## src/pkg/scs_pkg.sv

```systemverilog
// Constants, types and register map of the speed command sequencer.
// Assumes a 125 MHz clock and an APB master with 32-bit data and 12-bit byte addresses.
package scs_pkg;

  // ************************************************************
  // Widths
  // ************************************************************
  localparam int SCS_DATA_W = 32;
  localparam int SCS_ADDR_W = 12;
  localparam int SCS_SPD_W = 16;
  localparam int SCS_TIME_W = 15;
  localparam int SCS_RAMP_W = 3;
  localparam int SCS_STAGES = 16;
  localparam int SCS_STG_W = 4;
  localparam int SCS_CNT_W = 5;
  localparam int SCS_MS_CNT_W = 17;
  localparam int SCS_S_CNT_W = 10;

  // ************************************************************
  // Register byte offsets
  // ************************************************************
  localparam logic [SCS_ADDR_W-1:0] SCS_OFS_SRC = 12'h000;
  localparam logic [SCS_ADDR_W-1:0] SCS_OFS_PRI = 12'h004;
  localparam logic [SCS_ADDR_W-1:0] SCS_OFS_SEC_SRC = 12'h008;
  localparam logic [SCS_ADDR_W-1:0] SCS_OFS_SEC = 12'h00c;
  localparam logic [SCS_ADDR_W-1:0] SCS_OFS_COMM = 12'h010;
  localparam logic [SCS_ADDR_W-1:0] SCS_OFS_MODE = 12'h014;
  localparam logic [SCS_ADDR_W-1:0] SCS_OFS_COUNT = 12'h018;
  localparam logic [SCS_ADDR_W-1:0] SCS_OFS_UNIT = 12'h01c;
  localparam logic [SCS_ADDR_W-1:0] SCS_OFS_STATUS = 12'h020;
  localparam logic [SCS_ADDR_W-1:0] SCS_OFS_SPEED = 12'h024;
  // Stage table: 0x100 + 8*stage, word 0 speed, word 1 time and ramp
  localparam logic [4:0] SCS_STG_REGION = 5'h02;
  localparam int SCS_STG_REGION_LO = 7;
  localparam int SCS_STG_IDX_LO = 3;
  localparam int SCS_STG_WORD_BIT = 2;
  localparam int SCS_RAMP_LO = 16;

  // ************************************************************
  // Status fields
  // ************************************************************
  localparam int SCS_STAT_STAGE_LO = 0;
  localparam int SCS_STAT_RUN_BIT = 4;
  localparam int SCS_STAT_DONE_BIT = 5;
  localparam int SCS_STAT_EN_BIT = 6;
  localparam int SCS_STAT_SW_BIT = 7;
  localparam int SCS_STAT_TERM_LO = 8;

  // ************************************************************
  // Reset values and limits
  // ************************************************************
  localparam logic [SCS_SPD_W-1:0] SCS_RST_PRI = 16'h01f4;
  localparam logic [SCS_SPD_W-1:0] SCS_RST_SEC = 16'h01f4;
  localparam logic [SCS_SPD_W-1:0] SCS_RST_COMM = 16'h0000;
  localparam logic [SCS_SPD_W-1:0] SCS_RST_SEC_SRC = 16'h0000;
  localparam logic [SCS_CNT_W-1:0] SCS_RST_COUNT = 5'h10;
  localparam logic SCS_RST_UNIT = 1'h1;
  localparam logic [SCS_TIME_W-1:0] SCS_RST_STG_TIME = 15'h000a;
  localparam logic [SCS_SPD_W-1:0] SCS_SPD_MAX = 16'h7fff;
  localparam logic [SCS_SPD_W-1:0] SCS_SPD_MIN = 16'h8001;
  localparam logic [SCS_SPD_W-1:0] SCS_SPD_ILLEGAL = 16'h8000;
  localparam logic [SCS_SPD_W-1:0] SCS_SEC_SRC_DIGITAL = 16'h0000;
  localparam logic [SCS_SPD_W-1:0] SCS_SEC_SRC_MAX = 16'h0004;
  localparam logic [SCS_SPD_W-1:0] SCS_MODE_MAX = 16'h0002;
  localparam logic [SCS_SPD_W-1:0] SCS_COUNT_MIN = 16'h0001;
  localparam logic [SCS_SPD_W-1:0] SCS_COUNT_MAX = 16'h0010;
  localparam logic [SCS_RAMP_W-1:0] SCS_RAMP_MAX = 3'h4;
  localparam logic [SCS_TIME_W-1:0] SCS_TIME_MAX = 15'h7fff;

  // ************************************************************
  // Timing
  // ************************************************************
  localparam int SCS_CLK_PERIOD_NS = 8;
  localparam int SCS_MS_NS = 1000000;
  localparam int SCS_MS_CYCLES = SCS_MS_NS / SCS_CLK_PERIOD_NS;
  localparam int SCS_S_MS = 1000;
  localparam logic [SCS_S_CNT_W-1:0] SCS_S_LAST = SCS_S_CNT_W'(SCS_S_MS - 1);

  // ************************************************************
  // Enumerations
  // ************************************************************
  typedef enum logic [2:0] {
    SRC_PRI = 3'h0, SRC_SEC = 3'h1, SRC_SWITCH = 3'h2, SRC_SUM = 3'h3,
    SRC_COMM = 3'h4, SRC_MULTI = 3'h5, SRC_UPDOWN = 3'h6, SRC_SINE = 3'h7
  } scs_src_t;

  typedef enum logic [1:0] {
    MODE_SINGLE = 2'h0, MODE_LOOP = 2'h1, MODE_TERM = 2'h2
  } scs_mode_t;

  typedef enum logic [2:0] {
    ST_IDLE = 3'b001, ST_RUN = 3'b010, ST_DONE = 3'b100
  } scs_seq_st_t;

  // ************************************************************
  // Carriers
  // ************************************************************
  typedef struct packed {
    logic psel;
    logic penable;
    logic pwrite;
    logic [SCS_ADDR_W-1:0] paddr;
    logic [SCS_DATA_W-1:0] pwdata;
  } scs_apb_req_t;

  typedef struct packed {
    logic pready;
    logic [SCS_DATA_W-1:0] prdata;
    logic pslverr;
  } scs_apb_rsp_t;

  typedef struct packed {
    logic [SCS_RAMP_W-1:0] ramp;
    logic [SCS_TIME_W-1:0] run_time;
    logic [SCS_SPD_W-1:0] speed;
  } scs_stage_t;

  typedef struct packed {
    logic servo_enable;
    logic ab_switch;
    logic [SCS_STG_W-1:0] stage_terms;
  } scs_pins_t;

  typedef struct packed {
    logic [SCS_SPD_W-1:0] speed;
    logic [SCS_RAMP_W-1:0] ramp;
    logic [SCS_STG_W-1:0] stage;
    logic running;
    logic stopped;
  } scs_cmd_t;

  localparam scs_stage_t SCS_RST_STAGE = '{ramp: 3'h0, run_time: SCS_RST_STG_TIME, speed: 16'h0000};

endpackage

```

## src/scs_speed_sequencer.sv

```systemverilog
// Speed command selection and multi-stage speed sequencer with an APB register slave.
// Assumes the enable, switch and stage pins are asynchronous and aux_ext_speed is on clk.
//
// What this block does
// Primary and secondary speeds are either added or switched, as the source selection says.
// With the switch input active the secondary speed is used, otherwise the primary.
// The sequencer has three modes: single pass then stop, loop, and stage from terminals.
// Mode code 0 is single pass, 1 loop, 2 terminal, default 0, writable only while disabled.
// The mode only acts in speed control when the source is the multi-stage sequencer.
// In single pass the sequencer starts at stage one on enable and steps on as stages complete.
// In single pass the motor stops once the stage equal to the stage count has completed.
// In loop mode the last stage is followed by stage one again, without end.
// In terminal mode the terminal value read after enable selects the stage to run.
// In terminal mode a change of the terminals selects the new stage at once.
// Each stage has its own signed speed, output while that stage is active.
// Each stage has its own run time, after which the sequencer moves on.
// Each stage selects one of five ramp sets, zero being the default speed ramp.
// The digital setpoints are signed 16-bit rpm values limited to plus or minus 32767.
// A disabled motor returns the sequencer to stage one with its elapsed time cleared.
//
// Chosen here: the APB slave port and the register offsets.
`timescale 1ns/100ps
module scs_speed_sequencer
  import scs_pkg::*;
#(
  parameter int MS_CYCLES_P = SCS_MS_CYCLES
)
(
  input logic clk,
  input logic rst_n,
  input scs_apb_req_t apb_req,
  output scs_apb_rsp_t apb_rsp,
  input scs_pins_t pins,
  input logic [SCS_SPD_W-1:0] aux_ext_speed,
  output scs_cmd_t cmd
);

  localparam logic [SCS_MS_CNT_W-1:0] MS_LAST = SCS_MS_CNT_W'(MS_CYCLES_P - 1);

  typedef struct packed {
    scs_pins_t s1;
    scs_pins_t s2;
    scs_pins_t s3;
    scs_pins_t filt;
    scs_apb_rsp_t rsp;
    scs_src_t src;
    logic [SCS_SPD_W-1:0] pri;
    logic [SCS_SPD_W-1:0] sec_src;
    logic [SCS_SPD_W-1:0] sec;
    logic [SCS_SPD_W-1:0] comm;
    scs_mode_t mode;
    logic [SCS_CNT_W-1:0] count;
    logic unit;
    scs_seq_st_t st;
    logic [SCS_STG_W-1:0] stage;
    logic [SCS_TIME_W-1:0] elapsed;
    logic settle;
    logic [SCS_MS_CNT_W-1:0] ms_cnt;
    logic [SCS_S_CNT_W-1:0] s_cnt;
    scs_cmd_t cmd;
  } scs_top_st_t;

  scs_top_st_t r;
  scs_top_st_t n;
  logic [1:0] rst_pipe_r;
  logic rst_sync_n;

  logic mem_wr_speed;
  logic mem_wr_param;
  scs_stage_t mem_wdata;
  scs_stage_t rd_stage;
  scs_stage_t cur_stage;
  logic [SCS_STG_W-1:0] bus_idx;

  // ************************************************************
  // Reset release
  // ************************************************************
  always_ff @(posedge clk or negedge rst_n) begin
    if (!rst_n) begin
      rst_pipe_r <= 2'h0;
    end else begin
      rst_pipe_r <= {rst_pipe_r[0], 1'h1};
    end
  end

  assign rst_sync_n = rst_pipe_r[1];

  // ************************************************************
  // Stage table
  // ************************************************************
  assign bus_idx = apb_req.paddr[SCS_STG_IDX_LO +: SCS_STG_W];

  scs_stage_mem u_stage_mem (
    .clk(clk),
    .rst_n(rst_sync_n),
    .wr_speed(mem_wr_speed),
    .wr_param(mem_wr_param),
    .waddr(bus_idx),
    .wdata(mem_wdata),
    .raddr_a(bus_idx),
    .raddr_b(r.stage),
    .rdata_a(rd_stage),
    .rdata_b(cur_stage)
  );

  // Only -32768 lies outside the legal speed range
  function automatic logic [SCS_SPD_W-1:0] scs_clamp(input logic [SCS_SPD_W-1:0] v);
    scs_clamp = (v == SCS_SPD_ILLEGAL) ? SCS_SPD_MIN : v;
  endfunction

  // ************************************************************
  // Next state
  // ************************************************************
  always_comb begin
    logic en;
    logic sw;
    logic [SCS_STG_W-1:0] term;
    logic setup;
    logic access;
    logic stg_hit;
    logic reg_hit;
    logic do_wr;
    logic [SCS_DATA_W-1:0] rd_word;
    logic active;
    logic ms_tick;
    logic s_tick;
    logic unit_tick;
    logic last;
    logic [SCS_SPD_W-1:0] spd_b;
    logic [SCS_SPD_W:0] sum;
    logic [SCS_SPD_W-1:0] sum_sat;
    en = 1'h0;
    sw = 1'h0;
    term = '0;
    setup = 1'h0;
    access = 1'h0;
    stg_hit = 1'h0;
    reg_hit = 1'h0;
    do_wr = 1'h0;
    rd_word = '0;
    active = 1'h0;
    ms_tick = 1'h0;
    s_tick = 1'h0;
    unit_tick = 1'h0;
    last = 1'h0;
    spd_b = '0;
    sum = '0;
    sum_sat = '0;
    n = r;
    mem_wr_speed = 1'h0;
    mem_wr_param = 1'h0;
    mem_wdata.speed = scs_clamp(apb_req.pwdata[SCS_SPD_W-1:0]);
    mem_wdata.run_time = apb_req.pwdata[SCS_TIME_W-1:0];
    mem_wdata.ramp = apb_req.pwdata[SCS_RAMP_LO +: SCS_RAMP_W];

    // Pins: a change counts once the second and third stages agree
    n.s1 = pins;
    n.s2 = r.s1;
    n.s3 = r.s2;
    if (r.s2 == r.s3) begin
      n.filt = r.s3;
    end
    en = r.filt.servo_enable;
    sw = r.filt.ab_switch;
    term = r.filt.stage_terms;

    // APB: setup, one wait cycle, then pready
    setup = apb_req.psel & ~apb_req.penable;
    access = apb_req.psel & apb_req.penable;
    stg_hit = (apb_req.paddr[SCS_ADDR_W-1:SCS_STG_REGION_LO] == SCS_STG_REGION) && (apb_req.paddr[1:0] == 2'h0);
    unique case (apb_req.paddr)
      SCS_OFS_SRC: begin
        reg_hit = 1'h1;
        rd_word[2:0] = r.src;
      end
      SCS_OFS_PRI: begin
        reg_hit = 1'h1;
        rd_word = {{(SCS_DATA_W-SCS_SPD_W){r.pri[SCS_SPD_W-1]}}, r.pri};
      end
      SCS_OFS_SEC_SRC: begin
        reg_hit = 1'h1;
        rd_word[SCS_SPD_W-1:0] = r.sec_src;
      end
      SCS_OFS_SEC: begin
        reg_hit = 1'h1;
        rd_word = {{(SCS_DATA_W-SCS_SPD_W){r.sec[SCS_SPD_W-1]}}, r.sec};
      end
      SCS_OFS_COMM: begin
        reg_hit = 1'h1;
        rd_word = {{(SCS_DATA_W-SCS_SPD_W){r.comm[SCS_SPD_W-1]}}, r.comm};
      end
      SCS_OFS_MODE: begin
        reg_hit = 1'h1;
        rd_word[1:0] = r.mode;
      end
      SCS_OFS_COUNT: begin
        reg_hit = 1'h1;
        rd_word[SCS_CNT_W-1:0] = r.count;
      end
      SCS_OFS_UNIT: begin
        reg_hit = 1'h1;
        rd_word[0] = r.unit;
      end
      SCS_OFS_STATUS: begin
        reg_hit = 1'h1;
        rd_word[SCS_STAT_STAGE_LO +: SCS_STG_W] = r.stage;
        rd_word[SCS_STAT_RUN_BIT] = (r.st == ST_RUN);
        rd_word[SCS_STAT_DONE_BIT] = (r.st == ST_DONE);
        rd_word[SCS_STAT_EN_BIT] = en;
        rd_word[SCS_STAT_SW_BIT] = sw;
        rd_word[SCS_STAT_TERM_LO +: SCS_STG_W] = term;
      end
      SCS_OFS_SPEED: begin
        reg_hit = 1'h1;
        rd_word = {{(SCS_DATA_W-SCS_SPD_W){r.cmd.speed[SCS_SPD_W-1]}}, r.cmd.speed};
      end
      default: begin
        reg_hit = 1'h0;
      end
    endcase
    if (stg_hit) begin
      if (apb_req.paddr[SCS_STG_WORD_BIT]) begin
        rd_word[SCS_TIME_W-1:0] = rd_stage.run_time;
        rd_word[SCS_RAMP_LO +: SCS_RAMP_W] = rd_stage.ramp;
      end else begin
        rd_word = {{(SCS_DATA_W-SCS_SPD_W){rd_stage.speed[SCS_SPD_W-1]}}, rd_stage.speed};
      end
    end
    n.rsp.pready = access & ~r.rsp.pready;
    if (access && !r.rsp.pready) begin
      n.rsp.prdata = apb_req.pwrite ? '0 : rd_word;
      n.rsp.pslverr = ~(reg_hit | stg_hit);
    end else if (setup) begin
      n.rsp.pslverr = 1'h0;
    end
    do_wr = access & r.rsp.pready & apb_req.pwrite;

    // Register writes take effect at the edge that completes the transfer
    if (do_wr && reg_hit) begin
      unique case (apb_req.paddr)
        SCS_OFS_SRC: n.src = scs_src_t'(apb_req.pwdata[2:0]);
        SCS_OFS_PRI: n.pri = scs_clamp(apb_req.pwdata[SCS_SPD_W-1:0]);
        SCS_OFS_SEC: n.sec = scs_clamp(apb_req.pwdata[SCS_SPD_W-1:0]);
        SCS_OFS_COMM: n.comm = scs_clamp(apb_req.pwdata[SCS_SPD_W-1:0]);
        SCS_OFS_SEC_SRC: begin
          if (apb_req.pwdata[SCS_SPD_W-1:0] <= SCS_SEC_SRC_MAX) begin
            n.sec_src = apb_req.pwdata[SCS_SPD_W-1:0];
          end
        end
        SCS_OFS_MODE: begin
          // A running sequence keeps its mode; the write is dropped
          if (!en && apb_req.pwdata[SCS_SPD_W-1:0] <= SCS_MODE_MAX) begin
            n.mode = scs_mode_t'(apb_req.pwdata[1:0]);
          end
        end
        SCS_OFS_COUNT: begin
          if (apb_req.pwdata[SCS_SPD_W-1:0] >= SCS_COUNT_MIN && apb_req.pwdata[SCS_SPD_W-1:0] <= SCS_COUNT_MAX) begin
            n.count = apb_req.pwdata[SCS_CNT_W-1:0];
          end
        end
        SCS_OFS_UNIT: n.unit = apb_req.pwdata[0];
        default: n.unit = r.unit;
      endcase
    end
    if (do_wr && stg_hit) begin
      mem_wr_speed = ~apb_req.paddr[SCS_STG_WORD_BIT];
      mem_wr_param = apb_req.paddr[SCS_STG_WORD_BIT] & (mem_wdata.ramp <= SCS_RAMP_MAX);
    end

    // Time base in ms or s for the stage run times
    ms_tick = (r.ms_cnt == MS_LAST);
    n.ms_cnt = ms_tick ? '0 : r.ms_cnt + 1'h1;
    s_tick = ms_tick & (r.s_cnt == SCS_S_LAST);
    if (ms_tick) begin
      n.s_cnt = s_tick ? '0 : r.s_cnt + 1'h1;
    end
    unit_tick = r.unit ? s_tick : ms_tick;

    // Sequencer
    active = en && (r.src == SRC_MULTI);
    last = ({1'h0, r.stage} + 5'h01) >= r.count;
    n.settle = 1'h0;
    unique case (r.st)
      ST_IDLE: begin
        if (active) begin
          n.st = ST_RUN;
          n.stage = (r.mode == MODE_TERM) ? term : '0;
          n.elapsed = '0;
          n.settle = 1'h1;
        end
      end
      ST_RUN: begin
        if (r.mode == MODE_TERM) begin
          if (term != r.stage) begin
            n.stage = term;
            n.settle = 1'h1;
          end
        end else if (!r.settle && r.elapsed >= cur_stage.run_time) begin
          n.elapsed = '0;
          n.settle = 1'h1;
          if (!last) begin
            n.stage = r.stage + 1'h1;
          end else if (r.mode == MODE_LOOP) begin
            n.stage = '0;
          end else begin
            n.st = ST_DONE;
          end
        end else if (unit_tick && r.elapsed != SCS_TIME_MAX) begin
          n.elapsed = r.elapsed + 1'h1;
        end
      end
      ST_DONE: begin
        n.st = ST_DONE;
      end
      default: begin
        n.st = ST_IDLE;
      end
    endcase
    if (!active) begin
      n.st = ST_IDLE;
      n.stage = '0;
      n.elapsed = '0;
      n.settle = 1'h0;
      n.ms_cnt = '0;
      n.s_cnt = '0;
    end

    // Command selection
    spd_b = (r.sec_src == SCS_SEC_SRC_DIGITAL) ? r.sec : scs_clamp(aux_ext_speed);
    sum = {r.pri[SCS_SPD_W-1], r.pri} + {spd_b[SCS_SPD_W-1], spd_b};
    if (sum[SCS_SPD_W] != sum[SCS_SPD_W-1]) begin
      sum_sat = sum[SCS_SPD_W] ? SCS_SPD_MIN : SCS_SPD_MAX;
    end else begin
      sum_sat = scs_clamp(sum[SCS_SPD_W-1:0]);
    end
    n.cmd.ramp = '0;
    unique case (r.src)
      SRC_PRI: n.cmd.speed = r.pri;
      SRC_SEC: n.cmd.speed = spd_b;
      SRC_SWITCH: n.cmd.speed = sw ? spd_b : r.pri;
      SRC_SUM: n.cmd.speed = sum_sat;
      SRC_COMM: n.cmd.speed = r.comm;
      SRC_MULTI: begin
        // Table output lags a stage change by one clock, so hold the speed and zero the ramp through it
        if (r.st == ST_RUN && !r.settle) begin
          n.cmd.speed = cur_stage.speed;
          n.cmd.ramp = cur_stage.ramp;
        end else if (r.st != ST_RUN) begin
          n.cmd.speed = '0;
        end
      end
      default: n.cmd.speed = '0;
    endcase
    n.cmd.stage = r.stage;
    n.cmd.running = (r.st == ST_RUN) && (r.src == SRC_MULTI);
    n.cmd.stopped = (r.st == ST_DONE) && (r.src == SRC_MULTI);
  end

  // ************************************************************
  // State register
  // ************************************************************
  always_ff @(posedge clk or negedge rst_sync_n) begin
    if (!rst_sync_n) begin
      r <= '0;
      r.src <= SRC_PRI;
      r.pri <= SCS_RST_PRI;
      r.sec_src <= SCS_RST_SEC_SRC;
      r.sec <= SCS_RST_SEC;
      r.comm <= SCS_RST_COMM;
      r.mode <= MODE_SINGLE;
      r.count <= SCS_RST_COUNT;
      r.unit <= SCS_RST_UNIT;
      r.st <= ST_IDLE;
    end else begin
      r <= n;
    end
  end

  assign apb_rsp = r.rsp;
  assign cmd = r.cmd;

endmodule

```

## src/scs_stage_mem.sv

```systemverilog
// Stage table: speed, run time and ramp set for each sequencer stage.
// Assumes a synchronised active-low reset; both read ports return data one clock after the address.
`timescale 1ns/100ps
module scs_stage_mem
  import scs_pkg::*;
(
  input logic clk,
  input logic rst_n,
  input logic wr_speed,
  input logic wr_param,
  input logic [SCS_STG_W-1:0] waddr,
  input scs_stage_t wdata,
  input logic [SCS_STG_W-1:0] raddr_a,
  input logic [SCS_STG_W-1:0] raddr_b,
  output scs_stage_t rdata_a,
  output scs_stage_t rdata_b
);

  typedef struct packed {
    scs_stage_t [SCS_STAGES-1:0] mem;
    scs_stage_t rd_a;
    scs_stage_t rd_b;
  } scs_mem_st_t;

  scs_mem_st_t r;
  scs_mem_st_t n;

  // ************************************************************
  // Next state
  // ************************************************************
  always_comb begin
    n = r;
    // Speed and parameter words are written separately, so each keeps the other
    if (wr_speed) begin
      n.mem[waddr].speed = wdata.speed;
    end
    if (wr_param) begin
      n.mem[waddr].run_time = wdata.run_time;
      n.mem[waddr].ramp = wdata.ramp;
    end
    n.rd_a = r.mem[raddr_a];
    n.rd_b = r.mem[raddr_b];
  end

  always_ff @(posedge clk or negedge rst_n) begin
    if (!rst_n) begin
      for (int i = 0; i < SCS_STAGES; i++) begin
        r.mem[i] <= SCS_RST_STAGE;
      end
      r.rd_a <= SCS_RST_STAGE;
      r.rd_b <= SCS_RST_STAGE;
    end else begin
      r <= n;
    end
  end

  assign rdata_a = r.rd_a;
  assign rdata_b = r.rd_b;

endmodule
```

## config.mk

```make
export PLATFORM = sky130hd
export DESIGN_NAME = scs_speed_sequencer
export DESIGN_NICKNAME = d
export VERILOG_FILES = /design/src/pkg/scs_pkg.sv /design/src/scs_speed_sequencer.sv /design/src/scs_stage_mem.sv
export SDC_FILE = /design/constraint.sdc
export NUM_CORES = 2
export LEC_CHECK = 0
export BUFFER_PORTS_ARGS = -buffer_cell sky130_fd_sc_hd__buf_2
export CAP_MARGIN = 40
export CORE_MARGIN = 10
export CORE_UTILIZATION = 60
export DETAILED_ROUTE_END_ITERATION = 8
export PLACE_DENSITY = 0.77
export SKIP_LAST_GASP = 1
export SYNTH_ARGS = -nofsm -noshare
export SYNTH_HDL_FRONTEND = slang
export SYNTH_SLANG_ARGS = --single-unit
```

## constraint.sdc

```tcl
create_clock -name clk -period 76.6 [get_ports clk]
set_clock_uncertainty 0.2 [all_clocks]
set_input_delay 3.83 -clock clk [delete_from_list [all_inputs] [get_ports clk]]
set_output_delay 3.83 -clock clk [all_outputs]
set_load 0.005 [all_outputs]
```

After elaboration in Yosys (flattened, before gate mapping)
Cells that the tools add are included.

storage, ports and cells
  flip-flop bits (word level) = 822
  input bits = 71
  output and inout port bits = 59
  logic and storage cells = 258

cells by class
  add/subtract/negate cells = 6
  order comparisons = 10
  equal/unequal tests = 41
  mux-type cells = 67
  bitwise operators = 12
  reduce and logical (&&, ||, !) cells = 33

operator list
  cell                                                  count
  bitwise mux 544 bit                                   3
  2-to-1 mux 544 bit                                    2
  demux 34 bit (select 4 bit)                           3
  binary-select mux 34 bit (select 4 bit)               2
  2-to-1 mux 16 bit                                     10
  2-to-1 mux 34 bit                                     3
  case mux 16 bit (6 select lines)                      1
  2-to-1 mux 32 bit                                     2
  case mux 16 bit (4 select lines)                      1
  2-to-1 mux 15 bit                                     4
  2-to-1 mux 50 bit                                     1
  equality test 12 x 5 -> 1 bit, second input constant  4
  equality test 16 bit, second input constant           3
  case mux 7 bit (6 select lines)                       1
  case mux 20 bit (2 select lines)                      1
  2-to-1 mux 31 bit                                     1
  equality test 12 x 4 -> 1 bit, second input constant  2
  equality test 12 x 6 -> 1 bit, second input constant  2
  2-to-1 mux 10 bit                                     2
  2-to-1 mux 4 bit                                      5
  case mux 4 bit (5 select lines)                       1
  2-to-1 mux 3 bit                                      6
  adder 16 x 16 -> 17 bit                               1
  adder 17 x 1 -> 17 bit, second input constant         1
  other kinds (55)                                      107

Longest topological paths before layout
  depth after elaboration = 9
  depth in mapped cells = 16
  depth with buffers taken out = 14

Hierarchy
From an unflattened synthesis, not the netlist that was laid out.

unflattened totals
  cells, all modules = 3111
  area total of the unflattened synthesis = 42296.8 um2

by module, submodules not included
  module               times used  cells an instance  area an instance (um2)  sequential area each (um2)
  scs_stage_mem        1           1926               30590.6                 15359.7
  scs_speed_sequencer  1           1185               11706.2                 4973.5

Worst setup path before layout
Ideal clock, no wire load.

  path type = input -> register
  start = input port aux_ext_speed[15]
  end = register r, in the netlist cmd[14]
  setup time = 128 ps
  arrival time = 6504 ps
  data required time = 76272 ps
  path slack = 69768 ps
  stages = 14
  path buffers = 1
  cells stage by stage = nor4b_1 -> a41oi_1 -> a21oi_1 -> ha_1 -> fa_1 -> a21o_1 -> a221oi_1 -> o2111a_1 -> nor2_1 -> nor3b_1 -> mux2i_1 -> o21ai_0 -> clkbuf_2 -> o21ai_0

between the ends
  word-level cells in the longest chain between the ends = 8
  elaborated cells on any way between the ends = 11
  those cells by class = add/sub: 1; eq/ne: 3; mux: 7

RTL lines
  element                             line                        RTL
  from (decl)                         scs_speed_sequencer.sv:34   input logic [SCS_SPD_W-1:0] aux_ext_speed,
  equality test 16 bit                scs_speed_sequencer.sv:108  scs_clamp = (v == SCS_SPD_ILLEGAL) ? SCS_SPD_MIN : v;
  2-to-1 mux 16 bit *                 scs_speed_sequencer.sv:108
  2-to-1 mux 16 bit *                 scs_speed_sequencer.sv:329  spd_b = (r.sec_src == SCS_SEC_SRC_DIGITAL) ? r.sec : scs_clamp(aux_ext_speed);
  adder 16 x 16 -> 17 bit             scs_speed_sequencer.sv:330  sum = {r.pri[SCS_SPD_W-1], r.pri} + {spd_b[SCS_SPD_W-1], spd_b};
  equality test 16 bit                scs_speed_sequencer.sv:108
  2-to-1 mux 16 bit                   scs_speed_sequencer.sv:108
  2-to-1 mux 16 bit                   scs_speed_sequencer.sv:331  if (sum[SCS_SPD_W] != sum[SCS_SPD_W-1]) begin
  case mux 16 bit (6 select lines) *  scs_speed_sequencer.sv:337  unique case (r.src)
  to (signal assigned)                scs_speed_sequencer.sv:375  r <= n;
  to (decl)                           scs_speed_sequencer.sv:63   scs_top_st_t r;

Mark *: on every way between the ends. The rest lies on a longest branch, timed or not.
A chain may end at the register's enable or synchronous reset.

Worst setup path after layout
  start = input port aux_ext_speed[8]
  end = register r, in the netlist cmd[9]

Same word-level chain as after synthesis.

==> out/metrics.yaml <==
power:
  leakagePower_nw: 21.0
  vdd_drop_max_mv: 0.0145
  powerDensity_nw_per_um2: 19.2
critical_path:
  path_class: "input port to register"
  required_ns: 76.91
  rr_worst_depth: 16
  cp_data_arrival_time_ns: 7.91
  crit_path_max_fanout: 14
  path_buf_inv: 2
  crit_path_start_kind: "input port"
  worstPathCellList: "buf_2 -> nor4_1 -> a41oi_1 -> a21oi_1 -> ha_1 -> a21oi_1 -> o211ai_1 -> nand3_1 -> a21oi_1 -> or3_1 -> o211ai_1 -> buf_4 -> a311oi_1 -> o21ai_0"
  slowest_delay_ns: 0.69
  crit_family: "compound AO/OA/AOI/OAI gates"
  cp-end-kind: "register"
  cpMaxStageDelayCell: "nor4_1"
  worstSetupStartpoint: "aux_ext_speed[8]"
  r2r-end: "cmd[9]$_DFFE_PN0P_"
  r2r_setup_slack_ns: 71.24
  cp_common_cell: "a21oi_1"
  crit_cells: 14
  reg2reg_from: "r[118]$_DFFE_PN0P_"
  crit_end: "cmd[9]$_DFFE_PN0P_"
routing:
  first_pass_iters: 6
  wl_per_cell_microns: 29.4
  via_per_inst: 6.97
  post-route-drc-count: 0
  dr_total_vias: 29422
  postRouteAntennaNets: 0
  drt-initial-drc-count: 3224
  wirelength_mm: 124
timing:
  setup-violations-final: 0
  period_share_pct: 9.92
  max_freq_ghz: 0.132
  slew_viol_final: 0
  fin_crit_ns: 7.60
  hold_viol: 0
  max-slew-margin-rel_pct: 33.6
  tightest_slew_ns: 0.996
  fin_tns_setup_ns: 0
  whs_ns: 0.146
  rsz0062_at_grt: "no"
global_routing:
  antenna_found_initial: 7
  grt_usage_pct: 30.2
  grt_pass1_vias: 30641
  grt_max_degree: 187
  grt_overflow: 0
  grt_pass1_wl_mm: 190
clocking:
  hold_buffers: 0
  path_clk_slew_ns: 0.06
  cts.sinks: 810
  post_cts_buffers: 0
  cts_tree: "done"
  root_buffer: "clkbuf_16"
  cts_buffers: 86
  clk_latency_ns: 0.66
  cts_buffer_depth: 3
  postCtsResizedCells: 0
  h-tree-depth: 3
synth:
  synth_top_area_cell: "dfrtp_1"
  synth.distinct_cells: 80
  yosys.area.top_type_share_pct: 44.9
  yosysSeqAreaShare_pct: 48.1
  syn_area_per_cell_sq_um: 13.2
  synth_edf_count: 0
  ys_top_cells_by_count: "dfrtp_1 (759), mux2_2 (632), mux4_2 (238)"
  netlist_instances: 3205
  synth_nets: 3319
  yosysMostFrequentCell: "dfrtp_1"
  synth-seq-cells: 810
  synthArstFlopShare_pct: 100
  synthFlopType: "dfrtp_1"
  synth_area_leaders: "dfrtp_1 (45%), mux2_2 (17%), mux4_2 (13%)"
  synth_warnings: 0
  syn-cell-area_sq_um: 42300
final_layout:
  final_util_pct: 67.1
  fin_nets: 3323
  area_delta_synth_final_pct: 10.9
  drive_gt1_share_pct: 40.9
job:
  maxCapViolations: 0
die:
  rows: 97
  die_w_microns: 285
  num_io_pins: 130
  dieArea_sq_um: 81500
  initial_core_util_pct: 60.5
  die_h_microns: 285
  fp.coreArea_sq_um: 69900
hold_path:
  hold_path.class: "register to register"
placed_design:
  place_congestion: 0.970
  io_buffers: 116
  dp_hpwl_mm: 79.2
outcome:
  status: "finished, final reports clean"
==> state kept, by name, indices dropped and copies added, names as in the netlist <==
name and flops:
u_stage_mem.r 544, cmd 25, apb_rsp 22, u_stage_mem.rdata_a 34
n 16, rst_pipe_r 2, u_stage_mem.rdata_b 34, r 133
==> layout by cell type (no fill, tap or decap), drive strengths merged, types with 6 or more instances in the layout <==
master    n
nand2   149
dfrtp   759
dfstp    51
clkinv   26
o311ai    6
clkbuf  118
nand4    14
o31ai     9
nor3     23
inv      47
nor2b    22
o211ai   10
a211oi    6
mux4    238
nand3    48
a22o     23
a221oi   52
o21ai   108
mux2    632
xnor2    20
a21oi   109
and3     18
a22oi    60
nor4     21
bufinv    9
a222oi   12
mux2i   143
and2      7
a221o     6
buf     217
nor2    130
xor2     17
nand2b    9
a21o     13
ha       42
o22ai    20
or3      16
==> how the worst min path moves through the flow <==
| stage | start | end | slack (ns) | cells past startpoint |
|---|---|---|---|---|
| 2_1_floorplan | n[196]$_DFF_PN0_ | n[190]$_DFF_PN0_ | 0.13 | 0 |
| 3_3_place_gp | n[199]$_DFF_PN0_ | n[193]$_DFF_PN0_ | 0.14 | 0 |
| 3_5_place_dp | rst_pipe_r[0]$_DFF_PN0_ | rst_pipe_r[1]$_DFF_PN0_ | 0.13 | 0 |
| 4_1_cts | rst_pipe_r[0]$_DFF_PN0_ | rst_pipe_r[1]$_DFF_PN0_ | 0.15 | 0 |
| 5_1_grt | n[198]$_DFF_PN0_ | n[192]$_DFF_PN0_ | 0.16 | 0 |
| 6_report | rst_pipe_r[0]$_DFF_PN0_ | rst_pipe_r[1]$_DFF_PN0_ | 0.15 | 0 |
==> layer usage <==
metal | vias to the layer above | wire length, microns | GRT usage (%)
met3 | 413 | 10900 | 6.49
met5 | - | 51 | 0
li1 | 12074 | - | -
met1 | 15278 | 46700 | 38.3
met2 | 1649 | 58900 | 48.2
met4 | 8 | 7460 | 17.0
==> final cells by class <==
cell class                      instances  area, sq um
Clock inverter                         41          477
Fill cell                            4844        23000
Multi-Input combinational cell       2050        20400
Timing Repair Buffer                  218         1810
Antenna cell                            3         7.51
Clock buffer                          118         2460
Tap cell                              940         1180
Sequential cell                       810        20300
Inverter                               43          161
==> logic make-up (layout without fill, tap and decap cells) <==
group	after synthesis	in the layout	synth area share, %
flops	810	810	48.1
simple gates	487	487	5.71
other cells	1	4	0.00887
mux	1013	1013	32.9
compound gates	469	469	7.44
xor+xnor	37	37	0.766
fa+ha+maj	43	43	1.29
buf+inv	345	420	3.81
==> stage by stage <==
step / instance area, sq um / std cells / total power [mW] / setup WS [ns]
2_1_floorplan: 42300 / 3205 / 0.460 / 52.24
3_3_place_gp: 43300 / 4028 / 0.472 / 68.11
3_5_place_dp: 43900 / 4059 / 0.475 / 68.33
4_1_cts: 46800 / 4218 / 0.906 / 69.01
5_1_grt: 46900 / 4220 / 0.928 / 68.89
6_report: 46900 / 4223 / 0.902 / 69.00
==> power by group <==
group | total, mW | switching [mW] | internal, mW
combinational | 0.0337 | 0.0242 | 0.00944
sequential | 0.435 | 0.00491 | 0.430
clock | 0.434 | 0.178 | 0.256
Power figures use the tool's default switching activity.
